===== src/bcr_pkg.sv =====
package bcr_pkg;
  // ****************************************************************
  // Timing.
  // ****************************************************************
  localparam int CLK_NS       = 100;
  localparam int T_MA_HALF_NS = 400;
  localparam int MA_HALF      = (T_MA_HALF_NS / CLK_NS < 1) ? 1 : T_MA_HALF_NS / CLK_NS;
  localparam int T_GAP_NS     = 20000;
  localparam int GAP_CYC      = (T_GAP_NS + CLK_NS - 1) / CLK_NS;
  localparam int T_TOUT_NS    = 40000;
  localparam int TOUT_CYC     = (T_TOUT_NS / CLK_NS < 1) ? 1 : T_TOUT_NS / CLK_NS;
  localparam int ACK_MAX      = 16;
  localparam int DIV_CYC      = 33;

  // ****************************************************************
  // Frame format.
  // ****************************************************************
  localparam int         FRAME_MAX = 40;
  localparam int         POS_MAX   = 32;
  localparam int         CRC_W     = 6;
  localparam logic [5:0] CRC_POLY  = 6'h03;

  // ****************************************************************
  // Register map.
  // ****************************************************************
  localparam logic [7:0] OFS_CTRL  = 8'h00;
  localparam logic [7:0] OFS_CFG   = 8'h04;
  localparam logic [7:0] OFS_LINES = 8'h08;
  localparam logic [7:0] OFS_POLE  = 8'h0C;
  localparam logic [7:0] OFS_STAT  = 8'h10;
  localparam logic [7:0] OFS_IST   = 8'h14;
  localparam logic [7:0] OFS_IMASK = 8'h18;
  localparam logic [7:0] OFS_REV   = 8'h1C;
  localparam logic [7:0] OFS_TICKS = 8'h20;
  localparam logic [7:0] OFS_ROTOR = 8'h24;
  localparam logic [7:0] OFS_RAW   = 8'h28;

  localparam int CTRL_RUN    = 0;
  localparam int CTRL_MODE   = 1;
  localparam int CTRL_ANALOG = 3;
  localparam int CFG_PB      = 0;
  localparam int CFG_ST      = 8;
  localparam int STAT_VALID  = 0;
  localparam int STAT_NEED   = 1;
  localparam int STAT_BUSY   = 2;
  localparam int IRQ_FRAME   = 0;
  localparam int IRQ_CRC     = 1;
  localparam int IRQ_ENC     = 2;

  localparam logic [5:0]  RST_POS_BITS = 6'h20;
  localparam logic [5:0]  RST_ST_BITS  = 6'h14;
  localparam logic [31:0] RST_LINES    = 32'h00000800;
  localparam logic [31:0] RST_POLE     = 32'h00000800;

  // ****************************************************************
  // Types.
  // ****************************************************************
  typedef enum logic [1:0] {MODE_REL, MODE_ROT, MODE_ABS, MODE_RSV} bcr_mode_t;

  typedef enum logic [3:0] {
    L_IDLE, L_ACK, L_CDS, L_DATA, L_ERR, L_WARN, L_CRC, L_TOUT, L_DIV1, L_DIV2
  } bcr_link_t;

  typedef struct packed {
    logic [31:0] num;
    logic [31:0] den;
  } bcr_div_req_t;

  typedef struct packed {
    logic [31:0] quo;
    logic [31:0] rem;
  } bcr_div_res_t;
endpackage


===== src/bcr_div.sv =====
`timescale 1ns/10ps
module bcr_div (
  // Clock, reset and freeze.
  input  logic                  clk,
  input  logic                  rstn,
  input  logic                  ce,
  // Request and result.
  input  logic                  start,
  input  bcr_pkg::bcr_div_req_t req,
  output logic                  done,
  output bcr_pkg::bcr_div_res_t res
);
  typedef struct packed {
    logic        busy;
    logic [4:0]  cnt;
    logic [31:0] den;
    logic [31:0] q;
    logic [31:0] r;
    logic        done;
  } bcr_div_st_t;

  bcr_div_st_t s;
  bcr_div_st_t next_s;
  logic [32:0] t;

  // Restoring division, one quotient bit per cycle.
  always_comb begin
    next_s = s;
    next_s.done = 1'b0;
    t = {s.r, s.q[31]};
    if (start) begin
      next_s.busy = 1'b1;
      next_s.cnt  = 5'h00;
      next_s.den  = req.den;
      next_s.q    = req.num;
      next_s.r    = 32'h00000000;
    end else if (s.busy) begin
      next_s.q = {s.q[30:0], 1'b0};
      if (t >= {1'b0, s.den}) begin
        t = t - {1'b0, s.den};
        next_s.q[0] = 1'b1;
      end
      next_s.r   = t[31:0];
      next_s.cnt = s.cnt + 5'h01;
      if (s.cnt == 5'h1F) begin
        next_s.busy = 1'b0;
        next_s.done = 1'b1;
      end
    end
  end

  always_ff @(posedge clk or negedge rstn) begin
    if (!rstn) begin
      s <= '0;
    end else if (ce) begin
      s <= next_s;
    end
  end

  assign done    = s.done;
  assign res     = '{quo: s.q, rem: s.r};

  // ****************************************************************
  // Checks.
  // ****************************************************************
  localparam int LAT = bcr_pkg::DIV_CYC;
endmodule


===== src/bcr_receiver.sv =====
// Contract
// - Frames up to 40 bits; position field at most 32 bits.
// - Each frame is checked by a 6-bit CRC, polynomial 0x43.
// - Relative-linear position starts at zero after reset, then signed.
// - Relative-linear mode flags commutation search and homing as needed.
// - Rotative mode splits position into single-turn and multi-turn parts.
// - Absolute-linear maps position onto any line count, no homing needed.
// - Rotor position derives from absolute position modulo the pole length; rotative uses the single-turn part, relative-linear the relative one.
// - While the encoder is used as analogue, no serial frames run; a frame already under way when analogue use is set still completes.
// - No parameter storage or identification readout over the link.
// - Line count scales counts so one revolution reports as one.
//
// Decided for this implementation: the address map and the APB interface to the registers.
`timescale 1ns/10ps
module bcr_receiver #(
  parameter int ACK_LIMIT = bcr_pkg::ACK_MAX,
  parameter int TOUT_LIM  = bcr_pkg::TOUT_CYC,
  parameter int GAP_LIM   = bcr_pkg::GAP_CYC
) (
  // Clock, reset and freeze.
  input  logic        pclk,
  input  logic        presetn,
  input  logic        ce,
  // APB slave.
  input  logic        psel,
  input  logic        penable,
  input  logic        pwrite,
  input  logic [7:0]  paddr,
  input  logic [31:0] pwdata,
  output logic [31:0] prdata,
  output logic        pready,
  output logic        pslverr,
  // Encoder link.
  output logic        ma,
  input  logic        slo,
  // Interrupt.
  output logic        irq
);
  // ****************************************************************
  // State.
  // ****************************************************************
  typedef struct packed {
    logic                  run;
    bcr_pkg::bcr_mode_t    mode;
    logic                  analog;
    logic                  need;
    logic [5:0]            pos_bits;
    logic [5:0]            st_bits;
    logic [31:0]           lines;
    logic [31:0]           pole;
    logic [2:0]            ist;
    logic [2:0]            imask;
    logic                  irq;
    logic [31:0]           prdata;
    logic                  pready;
    logic                  pslverr;
    logic                  ma;
    logic                  slo_s1;
    logic                  slo_s2;
    bcr_pkg::bcr_link_t    lst;
    logic [8:0]            cnt;
    logic [5:0]            bitcnt;
    logic                  seen_low;
    logic                  abort;
    logic [31:0]           shreg;
    logic [5:0]            crc;
    logic [5:0]            crc_rx;
    logic                  nerr;
    logic [31:0]           raw;
    logic                  ref_taken;
    logic [31:0]           ref_pos;
    logic                  neg;
    logic [31:0]           mag;
    logic [31:0]           mt;
    logic                  pos_valid;
    logic [31:0]           rev;
    logic [31:0]           ticks;
    logic [31:0]           rotor;
    logic                  div_go;
    bcr_pkg::bcr_div_req_t div_req;
  } bcr_state_t;

  bcr_state_t            s;
  bcr_state_t            n;
  logic                  div_done;
  bcr_pkg::bcr_div_res_t div_res;
  logic                  hit;
  logic [31:0]           rd;
  logic                  acc;
  logic [2:0]            w1c;
  logic [2:0]            evs;
  logic                  bit_ev;
  logic                  slo2;
  logic                  ev_bad;
  logic                  ev_crc;
  logic                  resp_ok;
  logic [5:0]            sh;
  logic [31:0]           x;
  logic signed [31:0]    d;
  logic [31:0]           q;
  logic [31:0]           r;

  // ****************************************************************
  // Helpers.
  // ****************************************************************
  function automatic logic [5:0] crc_step(input logic [5:0] c, input logic b);
    logic fb;
    fb = c[5] ^ b;
    return {c[4:0], 1'b0} ^ (fb ? bcr_pkg::CRC_POLY : 6'h00);
  endfunction

  function automatic logic [31:0] bcr_mask(input logic [5:0] w);
    return (w >= 6'h20) ? 32'hFFFFFFFF : ((32'h00000001 << w) - 32'h00000001);
  endfunction

  function automatic logic [31:0] apply_sign(input logic ng, input logic [31:0] v);
    return ng ? (32'h00000000 - v) : v;
  endfunction

  // ****************************************************************
  // Next state.
  // ****************************************************************
  always_comb begin
    n       = s;
    w1c     = 3'h0;
    evs     = 3'h0;
    bit_ev  = 1'b0;
    ev_bad  = 1'b0;
    ev_crc  = 1'b0;
    resp_ok = 1'b0;
    sh      = 6'h00;
    x       = 32'h00000000;
    d       = 32'sh00000000;
    q       = div_res.quo;
    r       = div_res.rem;
    hit     = 1'b1;
    rd      = 32'h00000000;
    n.div_go = 1'b0;
    n.slo_s1 = slo;
    n.slo_s2 = s.slo_s1;
    slo2     = s.slo_s2;

    unique case (paddr)
      bcr_pkg::OFS_CTRL:  rd = {28'h0000000, s.analog, s.mode, s.run};
      bcr_pkg::OFS_CFG:   rd = {18'h00000, s.st_bits, 2'h0, s.pos_bits};
      bcr_pkg::OFS_LINES: rd = s.lines;
      bcr_pkg::OFS_POLE:  rd = s.pole;
      bcr_pkg::OFS_STAT:  rd = {29'h00000000, s.lst != bcr_pkg::L_IDLE, s.need, s.pos_valid};
      bcr_pkg::OFS_IST:   rd = {29'h00000000, s.ist};
      bcr_pkg::OFS_IMASK: rd = {29'h00000000, s.imask};
      bcr_pkg::OFS_REV:   rd = s.rev;
      bcr_pkg::OFS_TICKS: rd = s.ticks;
      bcr_pkg::OFS_ROTOR: rd = s.rotor;
      bcr_pkg::OFS_RAW:   rd = s.raw;
      default:            hit = 1'b0;
    endcase

    // APB: setup loads the answer, the access edge with pready commits.
    n.pready = 1'b0;
    if (psel && !penable && !s.pready) begin
      n.pready  = 1'b1;
      n.pslverr = !hit;
      n.prdata  = (pwrite || !hit) ? 32'h00000000 : rd;
    end
    acc = psel && penable && s.pready;
    if (acc && pwrite && !s.pslverr) begin
      unique case (paddr)
        bcr_pkg::OFS_CTRL: begin
          n.run    = pwdata[bcr_pkg::CTRL_RUN];
          n.mode   = bcr_pkg::bcr_mode_t'(pwdata[bcr_pkg::CTRL_MODE +: 2]);
          n.analog = pwdata[bcr_pkg::CTRL_ANALOG];
        end
        bcr_pkg::OFS_CFG: begin
          n.pos_bits = pwdata[bcr_pkg::CFG_PB +: 6];
          if (n.pos_bits == 6'h00 || n.pos_bits > 6'h20) begin
            n.pos_bits = bcr_pkg::RST_POS_BITS;
          end
          n.st_bits = pwdata[bcr_pkg::CFG_ST +: 6];
        end
        bcr_pkg::OFS_LINES: n.lines = pwdata;
        bcr_pkg::OFS_POLE:  n.pole = pwdata;
        bcr_pkg::OFS_IST:   w1c = pwdata[2:0];
        bcr_pkg::OFS_IMASK: n.imask = pwdata[2:0];
        default: begin
        end
      endcase
    end
    n.need = (n.mode == bcr_pkg::MODE_REL);

    // Clock generation during the frame; bits are taken on each rising edge.
    if (s.lst inside {bcr_pkg::L_ACK, bcr_pkg::L_CDS, bcr_pkg::L_DATA,
                      bcr_pkg::L_ERR, bcr_pkg::L_WARN, bcr_pkg::L_CRC}) begin
      if (s.cnt == 9'(bcr_pkg::MA_HALF - 1)) begin
        n.cnt  = 9'h000;
        n.ma   = !s.ma;
        bit_ev = !s.ma;
      end else begin
        n.cnt = s.cnt + 9'h001;
      end
    end

    unique case (s.lst)
      bcr_pkg::L_IDLE: begin
        n.ma = 1'b1;
        if (!s.run || s.analog) begin
          n.cnt = 9'h000;
        end else if (s.cnt == 9'(GAP_LIM - 1)) begin
          n.lst      = bcr_pkg::L_ACK;
          n.ma       = 1'b0;
          n.cnt      = 9'h000;
          n.bitcnt   = 6'h00;
          n.seen_low = 1'b0;
          n.abort    = 1'b0;
        end else begin
          n.cnt = s.cnt + 9'h001;
        end
      end
      bcr_pkg::L_ACK: begin
        if (bit_ev) begin
          n.bitcnt = s.bitcnt + 6'h01;
          if (!slo2) begin
            n.seen_low = 1'b1;
          end else if (s.seen_low) begin
            n.lst = bcr_pkg::L_CDS;
          end else if (s.bitcnt == 6'(ACK_LIMIT - 1)) begin
            n.abort    = 1'b1;
            n.lst      = bcr_pkg::L_TOUT;
            n.cnt      = 9'h000;
            n.seen_low = 1'b0;
          end
          if (!slo2 && s.bitcnt == 6'(ACK_LIMIT - 1)) begin
            n.abort    = 1'b1;
            n.lst      = bcr_pkg::L_TOUT;
            n.cnt      = 9'h000;
            n.seen_low = 1'b0;
          end
        end
      end
      bcr_pkg::L_CDS: begin
        // The data-channel bit is dropped; no register traffic is started.
        if (bit_ev) begin
          n.lst    = bcr_pkg::L_DATA;
          n.bitcnt = 6'h00;
          n.crc    = 6'h00;
        end
      end
      bcr_pkg::L_DATA: begin
        if (bit_ev) begin
          n.shreg  = {s.shreg[30:0], slo2};
          n.crc    = crc_step(s.crc, slo2);
          n.bitcnt = s.bitcnt + 6'h01;
          if (s.bitcnt == s.pos_bits - 6'h01) begin
            n.lst = bcr_pkg::L_ERR;
          end
        end
      end
      bcr_pkg::L_ERR: begin
        if (bit_ev) begin
          n.nerr = slo2;
          n.crc  = crc_step(s.crc, slo2);
          n.lst  = bcr_pkg::L_WARN;
        end
      end
      bcr_pkg::L_WARN: begin
        if (bit_ev) begin
          n.crc    = crc_step(s.crc, slo2);
          n.lst    = bcr_pkg::L_CRC;
          n.bitcnt = 6'h00;
        end
      end
      bcr_pkg::L_CRC: begin
        if (bit_ev) begin
          n.crc_rx = {s.crc_rx[4:0], slo2};
          n.bitcnt = s.bitcnt + 6'h01;
          if (s.bitcnt == 6'(bcr_pkg::CRC_W - 1)) begin
            n.lst      = bcr_pkg::L_TOUT;
            n.cnt      = 9'h000;
            n.seen_low = 1'b0;
          end
        end
      end
      bcr_pkg::L_TOUT: begin
        n.ma    = 1'b1;
        n.cnt   = s.cnt + 9'h001;
        resp_ok = s.seen_low && slo2;
        if (!slo2) begin
          n.seen_low = 1'b1;
        end
        if (resp_ok || s.cnt == 9'(TOUT_LIM - 1)) begin
          n.cnt = 9'h000;
          n.lst = bcr_pkg::L_IDLE;
          // The CRC goes out inverted on the line.
          ev_crc = !s.abort && (s.crc_rx != ~s.crc);
          ev_bad = ev_crc || s.abort || !resp_ok || !s.nerr;
          evs[bcr_pkg::IRQ_CRC] = ev_crc;
          evs[bcr_pkg::IRQ_ENC] = ev_bad && !ev_crc;
          if (!ev_bad) begin
            n.raw = s.shreg & bcr_mask(s.pos_bits);
            n.mt  = 32'h00000000;
            n.neg = 1'b0;
            unique case (s.mode)
              bcr_pkg::MODE_REL: begin
                if (!s.ref_taken) begin
                  n.ref_pos   = n.raw;
                  n.ref_taken = 1'b1;
                end
                sh = 6'h20 - s.pos_bits;
                x  = n.raw - n.ref_pos;
                d  = $signed(x << sh) >>> sh;
                n.neg = d[31];
                n.mag = n.neg ? (32'h00000000 - d) : d;
              end
              bcr_pkg::MODE_ROT: begin
                n.mt  = n.raw >> s.st_bits;
                n.mag = n.raw & bcr_mask(s.st_bits);
              end
              bcr_pkg::MODE_ABS, bcr_pkg::MODE_RSV: begin
                n.mag = n.raw;
              end
            endcase
            n.div_go      = 1'b1;
            n.div_req.num = n.mag;
            n.div_req.den = s.lines;
            n.lst         = bcr_pkg::L_DIV1;
          end
        end
      end
      bcr_pkg::L_DIV1: begin
        if (div_done) begin
          n.rev         = s.mt + apply_sign(s.neg, q);
          n.ticks       = apply_sign(s.neg, r);
          n.div_go      = 1'b1;
          n.div_req.num = s.mag;
          n.div_req.den = s.pole;
          n.lst         = bcr_pkg::L_DIV2;
        end
      end
      bcr_pkg::L_DIV2: begin
        if (div_done) begin
          n.rotor     = apply_sign(s.neg, r);
          n.pos_valid = 1'b1;
          n.lst       = bcr_pkg::L_IDLE;
          evs[bcr_pkg::IRQ_FRAME] = 1'b1;
        end
      end
    endcase

    // A new event wins over a clear in the same cycle.
    n.ist = (s.ist & ~w1c) | evs;
    n.irq = |(n.ist & n.imask);
  end

  always_ff @(posedge pclk or negedge presetn) begin
    if (!presetn) begin
      s          <= '0;
      s.mode     <= bcr_pkg::MODE_REL;
      s.need     <= 1'b1;
      s.pos_bits <= bcr_pkg::RST_POS_BITS;
      s.st_bits  <= bcr_pkg::RST_ST_BITS;
      s.lines    <= bcr_pkg::RST_LINES;
      s.pole     <= bcr_pkg::RST_POLE;
      s.ma       <= 1'b1;
      s.slo_s1   <= 1'b1;
      s.slo_s2   <= 1'b1;
      s.lst      <= bcr_pkg::L_IDLE;
    end else if (ce) begin
      s <= n;
    end
  end

  bcr_div u_div (
    .clk   (pclk),
    .rstn  (presetn),
    .ce    (ce),
    .start (s.div_go),
    .req   (s.div_req),
    .done  (div_done),
    .res   (div_res)
  );

  assign prdata  = s.prdata;
  assign pready  = s.pready;
  assign pslverr = s.pslverr;
  assign ma      = s.ma;
  assign irq     = s.irq;
endmodule


===== config.mk =====
export PLATFORM = sky130hd
export DESIGN_NAME = bcr_receiver
export DESIGN_NICKNAME = d
export VERILOG_FILES = /design/src/bcr_pkg.sv /design/src/bcr_div.sv /design/src/bcr_receiver.sv
export SDC_FILE = /design/constraint.sdc
export NUM_CORES = 2
export LEC_CHECK = 0
export BUFFER_PORTS_ARGS = -buffer_cell sky130_fd_sc_hd__buf_4
export CAP_MARGIN = 30
export CORE_MARGIN = 10
export CORE_UTILIZATION = 55
export CTS_BUF_LIST = sky130_fd_sc_hd__clkbuf_8 sky130_fd_sc_hd__clkbuf_16
export DETAILED_ROUTE_END_ITERATION = 16
export HOLD_SLACK_MARGIN = 0.03
export PLACE_DENSITY = 0.71
export RECOVER_POWER = 50
export SYNTH_ARGS = -nofsm -noshare
export SYNTH_HDL_FRONTEND = slang
export SYNTH_HIERARCHICAL = 1
export SYNTH_SLANG_ARGS = --single-unit
export TNS_END_PERCENT = 5

===== constraint.sdc =====
create_clock -name pclk -period 26.9 [get_ports pclk]
set_input_delay 2.69 -clock pclk [delete_from_list [all_inputs] [get_ports pclk]]
set_output_delay 2.69 -clock pclk [all_outputs]
set_load 0.02 [all_outputs]

# Yosys cells after proc, flatten, opt, wreduce, memory -nomap -nowiden
# Cells that the tools add are included.
[totals]
wordCells = 288
out_inout_bits = 36
register_bits = 586
input_bits = 47
[op_classes]
bitwise = 10
mux = 91
n_addsub = 13
reduce_logical = 69
shifts = 5
n_eq_ne = 51
n_lt_le_gt_ge = 4
[op_table]
columns = ["cell", "n"]
rows = [
  ["one-hot mux 32 bit (11 select lines)", 1],
  ["2-to-1 mux 32 bit", 9],
  ["2-to-1 mux 65 bit", 4],
  ["2-to-1 mux 33 bit", 4],
  ["one-hot mux 65 bit (2 select lines)", 1],
  ["one-hot mux 32 bit (3 select lines)", 1],
  ["subtractor 1 x 32 -> 32 bit, first input constant", 3],
  ["2-to-1 mux 13 bit", 5],
  ["AND 32 bit", 2],
  ["2-to-1 mux 64 bit", 1],
  ["left shift 1 x 6 -> 32 bit, first input constant", 2],
  ["subtractor 32 x 1 -> 32 bit, second input constant", 2],
  ["subtractor 32 bit", 2],
  ["2-to-1 mux 9 bit", 5],
  ["2-to-1 mux 4 bit", 11],
  ["2-to-1 mux 6 bit", 7],
  ["one-hot mux 4 bit (10 select lines)", 1],
  ["one-hot mux 9 bit (4 select lines)", 1],
  ["greater-or-equal comparator 33 x 32 -> 1 bit", 1],
  ["adder 32 bit", 1],
  ["equality test 8 x 5 -> 1 bit, second input constant", 4],
  ["left shift 32 x 6 -> 32 bit", 1],
  ["right shift 32 x 6 -> 32 bit", 1],
  [">>> shifter 32 x 6 -> 32 bit", 1],
  ["other kinds (67)", 172],
]

# Depth between registers and ports, before layout
[depth]
word_depth = 18
ltp_mapped = 45
depth_no_buf = 37

# Hierarchy
# Netlist, hierarchy kept.
[by_module_without_submodules]
columns = ["module", "area_per_inst_um2", "seq_area_each_um2", "n_inst", "cells_each"]
rows = [
  ["bcr_receiver", 35415.2, 12097.9, 1, 4318],
  ["bcr_div", 7066.8, 2577.5, 1, 786],
]

# Worst setup path after synthesis
# No wires, ideal clock.
[synth_path]
path_type = "register to register"
startpoint = "register s[472] (netlist bit)"
endpoint = "register s[48] (netlist bit)"
n_path_buf = 9
t_arrival_ns = 9.454
stages_incl_launch_ff = 44
required_ns = 26.774
period_less_slack_ns = 9.580
setup_ns = 0.126
slack_ns = 17.320
cell_sequence = "dfrtp_1 inv_1 buf_1 buf_1 clkbuf_1 buf_2 buf_2 buf_1 ha_1 ha_1 clkbuf_1 nand2_1 ha_1 nand2_1 a21o_1 nor3_1 nand2_1 a311oi_1 [... 8 more ...] nand2_1 a211oi_1 a2111o_1 a21oi_1 nor4_1 a21oi_2 a221oi_1 and2_1 a211oi_1 or3_1 ha_1 o2111ai_1 nor4_1 buf_2 a41oi_1 xnor2_1 o21ai_1 a221o_1"
[synth_between]
elab_chain_cells = 18
word_cells_on_any_way = 21
classes_between = "add/sub: 4; order compare: 1; shift: 3; mux: 11; bitwise: 2"
[synth_rtl]
columns = ["item", "line_no", "text"]
rows = [
  ["start: declaration", "bcr_receiver.sv:83", "bcr_state_t s;"],
  ["start signal: assignment", "bcr_receiver.sv:367", "s <= n;"],
  ["left shift 1 x 6 -> 32 bit", "bcr_receiver.sv:113", "return (w >= 6'h20) ? 32'hFFFFFFFF : ((32'h00000001 << w) - 32'h00000001);"],
  ["subtractor 32 x 1 -> 32 bit", "bcr_receiver.sv:113", ""],
  ["2-to-1 mux 32 bit", "bcr_receiver.sv:113", ""],
  ["AND 32 bit", "bcr_receiver.sv:298", "n.raw = s.shreg & bcr_mask(s.pos_bits);"],
  ["2-to-1 mux 32 bit", "bcr_receiver.sv:303", "if (!s.ref_taken) begin"],
  ["2-to-1 mux 33 bit", "bcr_receiver.sv:301", "unique case (s.mode)"],
  ["2-to-1 mux 33 bit", "bcr_receiver.sv:297", "if (!ev_bad) begin"],
  ["2-to-1 mux 33 bit", "bcr_receiver.sv:289", "if (resp_ok || s.cnt == 9'(TOUT_LIM - 1)) begin"],
  ["[... 2 more ...]", "--", ""],
  ["left shift 32 x 6 -> 32 bit", "bcr_receiver.sv:309", "d = $signed(x << sh) >>> sh;"],
  [">>> shifter 32 x 6 -> 32 bit", "bcr_receiver.sv:309", ""],
  ["subtractor 1 x 32 -> 32 bit", "bcr_receiver.sv:311", "n.mag = n.neg ? (32'h00000000 - d) : d;"],
  ["2-to-1 mux 32 bit", "bcr_receiver.sv:311", ""],
  ["one-hot mux 32 bit (3 select lines) (*)", "bcr_receiver.sv:301", ""],
  ["2-to-1 mux 65 bit (*)", "bcr_receiver.sv:297", ""],
  ["2-to-1 mux 65 bit (*)", "bcr_receiver.sv:289", ""],
  ["one-hot mux 65 bit (2 select lines) (*)", "bcr_receiver.sv:202", "unique case (s.lst)"],
]
# Every way passes the cells marked *; elsewhere a longest branch is shown, timed or not. The select of a mux whose other input is x is not followed.
# A chain may end at the register's enable or synchronous reset.

==> qor.tcl <==
set qor(maxSlewHeadroom_pct) -313.7
set qor(async_set_reset_flop_share_out_of_synthesis_pct) 100.0
set qor(synth_area_per_cell_um2) 8.323
set qor(worst-setup-path-type) {input port to asynchronous set/reset pin}
set qor(worstReg2RegEnd) {s[56]}
set qor(cts_setup_buffers) 0
set qor(finalCriticalPeriod_ps) 13080
set qor(synthSimpleGateAreaFrac_pct) 17.72
set qor(dp_wirelength_um) 116200
set qor(compound_gate_portion_of_the_synthesized_area_pct) 27.17
set qor(setup_slack_ps) 13820
set qor(routed-via-count) 41320
set qor(status) {finished, violations left}
set qor(worstSetupEndpointType) {asynchronous set/reset pin}
set qor(post_synth_instance_area_mm2) 0.04248
set qor(cts-root-buf) {clkbuf_16}
set qor(synth.area.mux_share_pct) 7.260
set qor(rows) 101
set qor(cts_hold_buffers) 0
set qor(design_area_mm2) 0.04554
set qor(final_layout_size_suffix_gt1_share_pct) 11.32
set qor(fillerInstances) 6934
set qor(clkSlewWorstSetupHoldPaths_ps) 60
set qor(grt_pass1_wl_um) 244000
set qor(cellLeakagePower_nw) 19.84
set qor(worstRegToRegCells) 37
set qor(die_height_um) 297.9
set qor(worst_pin_slew_ps) 6206
set qor(layout_common_cells) {nand2_1, dfrtp_1, o21ai_0, nor2_1, a21oi_1}
set qor(required_ps) 27680
set qor(failed_checks) {capacitance limit, slew limit}
set qor(cts_repair_resize_count) 0
set qor(mappedNetlistNets) 5265
set qor(worstPathArrival_ps) 13860
set qor(synth_enable_flop_cells) 0
set qor(clk_latency_ps) 640
set qor(synth_top_family_by_area) {compound AO/OA/AOI/OAI gates}
set qor(setup-tns-final_ps) 0
set qor(final-seq-area_mm2) 0.01468
set qor(max-cap-violations) 16
set qor(peak_supply_drop_uv) 149.3
set qor(clock.fmax_ghz) 0.07645
set qor(synth_cells) 5104
set qor(clock_tree.buffer_depth) 3
set qor(antenna_found_initial) 5
set qor(route.detailed.vias_per_inst) 6.881
set qor(layout.nets) 5078
set qor(rrSetupSlack_ps) 15710
set qor(place_area_mm2) 0.04337
set qor(crit_path_max_fanout) 109
set qor(top_reg_cell_synth) {dfrtp_1}
set qor(die_outline_width_um) 297.9
set qor(vias_in_the_first_global_route) 39180
set qor(detailedPlace.worstSlack_ps) 16170
set qor(io_buffer_count) 82
set qor(gr-total-overflow) 0
set qor(area_share_of_xor_xnor_cells_in_the_synthesized_design_pct) 3.917
set qor(ios) 83
set qor(cts_tree) {built}
set qor(totalWireLength_um) 161500
set qor(fin_crit_sh_pct) 48.63
set qor(hp-class) {flop to flop}
set qor(ant_nets) 0
set qor(timing.final.hold_violations) 0
set qor(drt-initial-drc-count) 5357
set qor(post_synthesis_sequential_element_count) 586
set qor(synthToLayoutAreaGrowth_pct) 7.210
set qor(rr_startpoint) {s[472]}
set qor(drt_first_pass_iters) 7
set qor(initial_utilization_pct) 55.75
set qor(yosys_warnings) 6
set qor(end_of_the_critical_path) {s[145]}
set qor(crit_path_start_kind) {input port}
set qor(grt_start_max_net_pins) 110
set qor(combined_area_of_the_multi_input_logic_cells_mm2) 0.02542
set qor(cts_buffers) 68
set qor(synthAdderAreaFrac_pct) 3.411
set qor(ys_seq_area_share_pct) 34.54
set qor(power_density_mw_per_mm2) 104.1
set qor(drc) 0
set qor(timing.critical_path.from) {presetn}
set qor(die_area_mm2) 0.08876
set qor(drt-wirelength-per-cell_um) 26.89
set qor(cts.htree.levels) 3
set qor(layout.cells.most_common) {nand2_1}
set qor(tritoncts_num_sinks) 586
set qor(rsz0062_at_grt) {false}
set qor(core_area_mm2) 0.07620
set qor(final-max-slew-violation-count) 863
set qor(synth_cell_types) 122
set qor(gpl.final_weighted_congestion) 0.9995
set qor(timing.final.setup_violations) 0
set qor(final.setup_skew_ps) 34.94
set qor(grtUsageTotal_pct) 34.92
-- synth_stat cells, types with 25 or more instances --
cell type	n	area, um2
nor3_1	95	475.5
and2_1	28	175.2
nor2_1	347	1303
a211oi_1	53	397.9
nand2b_1	47	294.0
buf_4	97	728.2
a21oi_1	304	1521
clkbuf_1	292	1096
dfrtp_1	577	14440
mux2_2	174	1959
buf_1	28	105.1
o31ai_1	59	442.9
o211ai_1	45	337.8
xor2_1	83	727.0
nor4_1	38	237.7
a22oi_1	110	825.8
or3_1	27	168.9
a221oi_1	51	446.7
xnor2_1	107	937.2
nand2_1	689	2586
mux2i_1	94	940.9
inv_1	111	416.7
a21o_1	74	555.5
ha_1	111	1389
o22ai_1	54	337.8
o21ai_1	32	160.2
a32oi_1	30	262.8
a22o_1	30	262.8
buf_2	25	125.1
nand3b_1	41	307.8
nand4_1	36	225.2
nand3_1	132	660.6
a31oi_1	65	406.6
o21a_1	30	225.2
o21ai_0	533	2668
and3_1	40	250.2
-- power breakdown --
part / internal, mW / switching, mW
clock network: 0.580 / 0.401
registers: 0.934 / 0.0877
logic: 0.955 / 1.79
total: 2.47 / 2.27
-- layer usage --
layer	wire, um	GRT usage (%)	share of wire, %
met1	63530	44.54	39
met2	71320	54.12	44
met3	14940	6.461	9.2
met4	11650	22.18	7.2
met5	41	0	0.025
-- flip-flops by register name, indices dropped and copies added, names as in the netlist, 32 cells and up --
name and count:
u_div/res 64, prdata 32, u_div/s 38, s 445
-- logic make-up (layout without fill, tap and decap cells) --
group	Yosys count	after routing
buffers and inverters	563	432
adder cells (fa/ha/maj)	114	114
other	0	2
multiplexers	277	277
XOR/XNOR	190	190
flip-flops	586	586
AO/OA/AOI/OAI	1747	1747
AND/OR/NAND/NOR	1627	1627
-- metrics by stage --
step | total power, mW | util, % | hold WS, ps | cells
finish | 4.743 | 59.77 | 471.2 | 6005
floorplan | 2.934 | - | 435.6 | 5104
global placement | 3.638 | 56.64 | 454.4 | 5863
global route | 4.960 | 59.76 | 490.2 | 6003
detailed placement | 3.661 | 56.92 | 461.1 | 5876
CTS | 4.651 | 60.04 | 475.2 | 6002
-- final cells by class --
cell class | instances | area share, %
multi-input cells | 3955 | 55.80
flip-flops and latches | 586 | 32.23
clock buffers | 83 | 4.214
repair buffers | 189 | 2.931
well taps | 1030 | 2.830
clock inverters | 43 | 1.014
inverters | 117 | 0.9643
diodes | 2 | 0.01099
-- worst min-delay path by stage --
stage | from | slack, ps | depth (start not counted) | to
global route | prdata[0] | 490 | 1 | prdata[0]
finish | s[18] | 470 | 2 | s[18]
detailed placement | s[218] | 460 | 1 | s[218]
global placement | s[218] | 450 | 1 | s[218]
floorplan | s[161] | 440 | 1 | s[161]
CTS | s[204] | 480 | 2 | s[204]
-- worst max-delay path, stage by stage --
cell	delay [ps]
clkbuf_1	4270
clkbuf_1	2570
clkbuf_1	270
clkbuf_1	2880
buf_4	690
buf_16	300
Note: power is estimated with default switching activity, not from simulation.
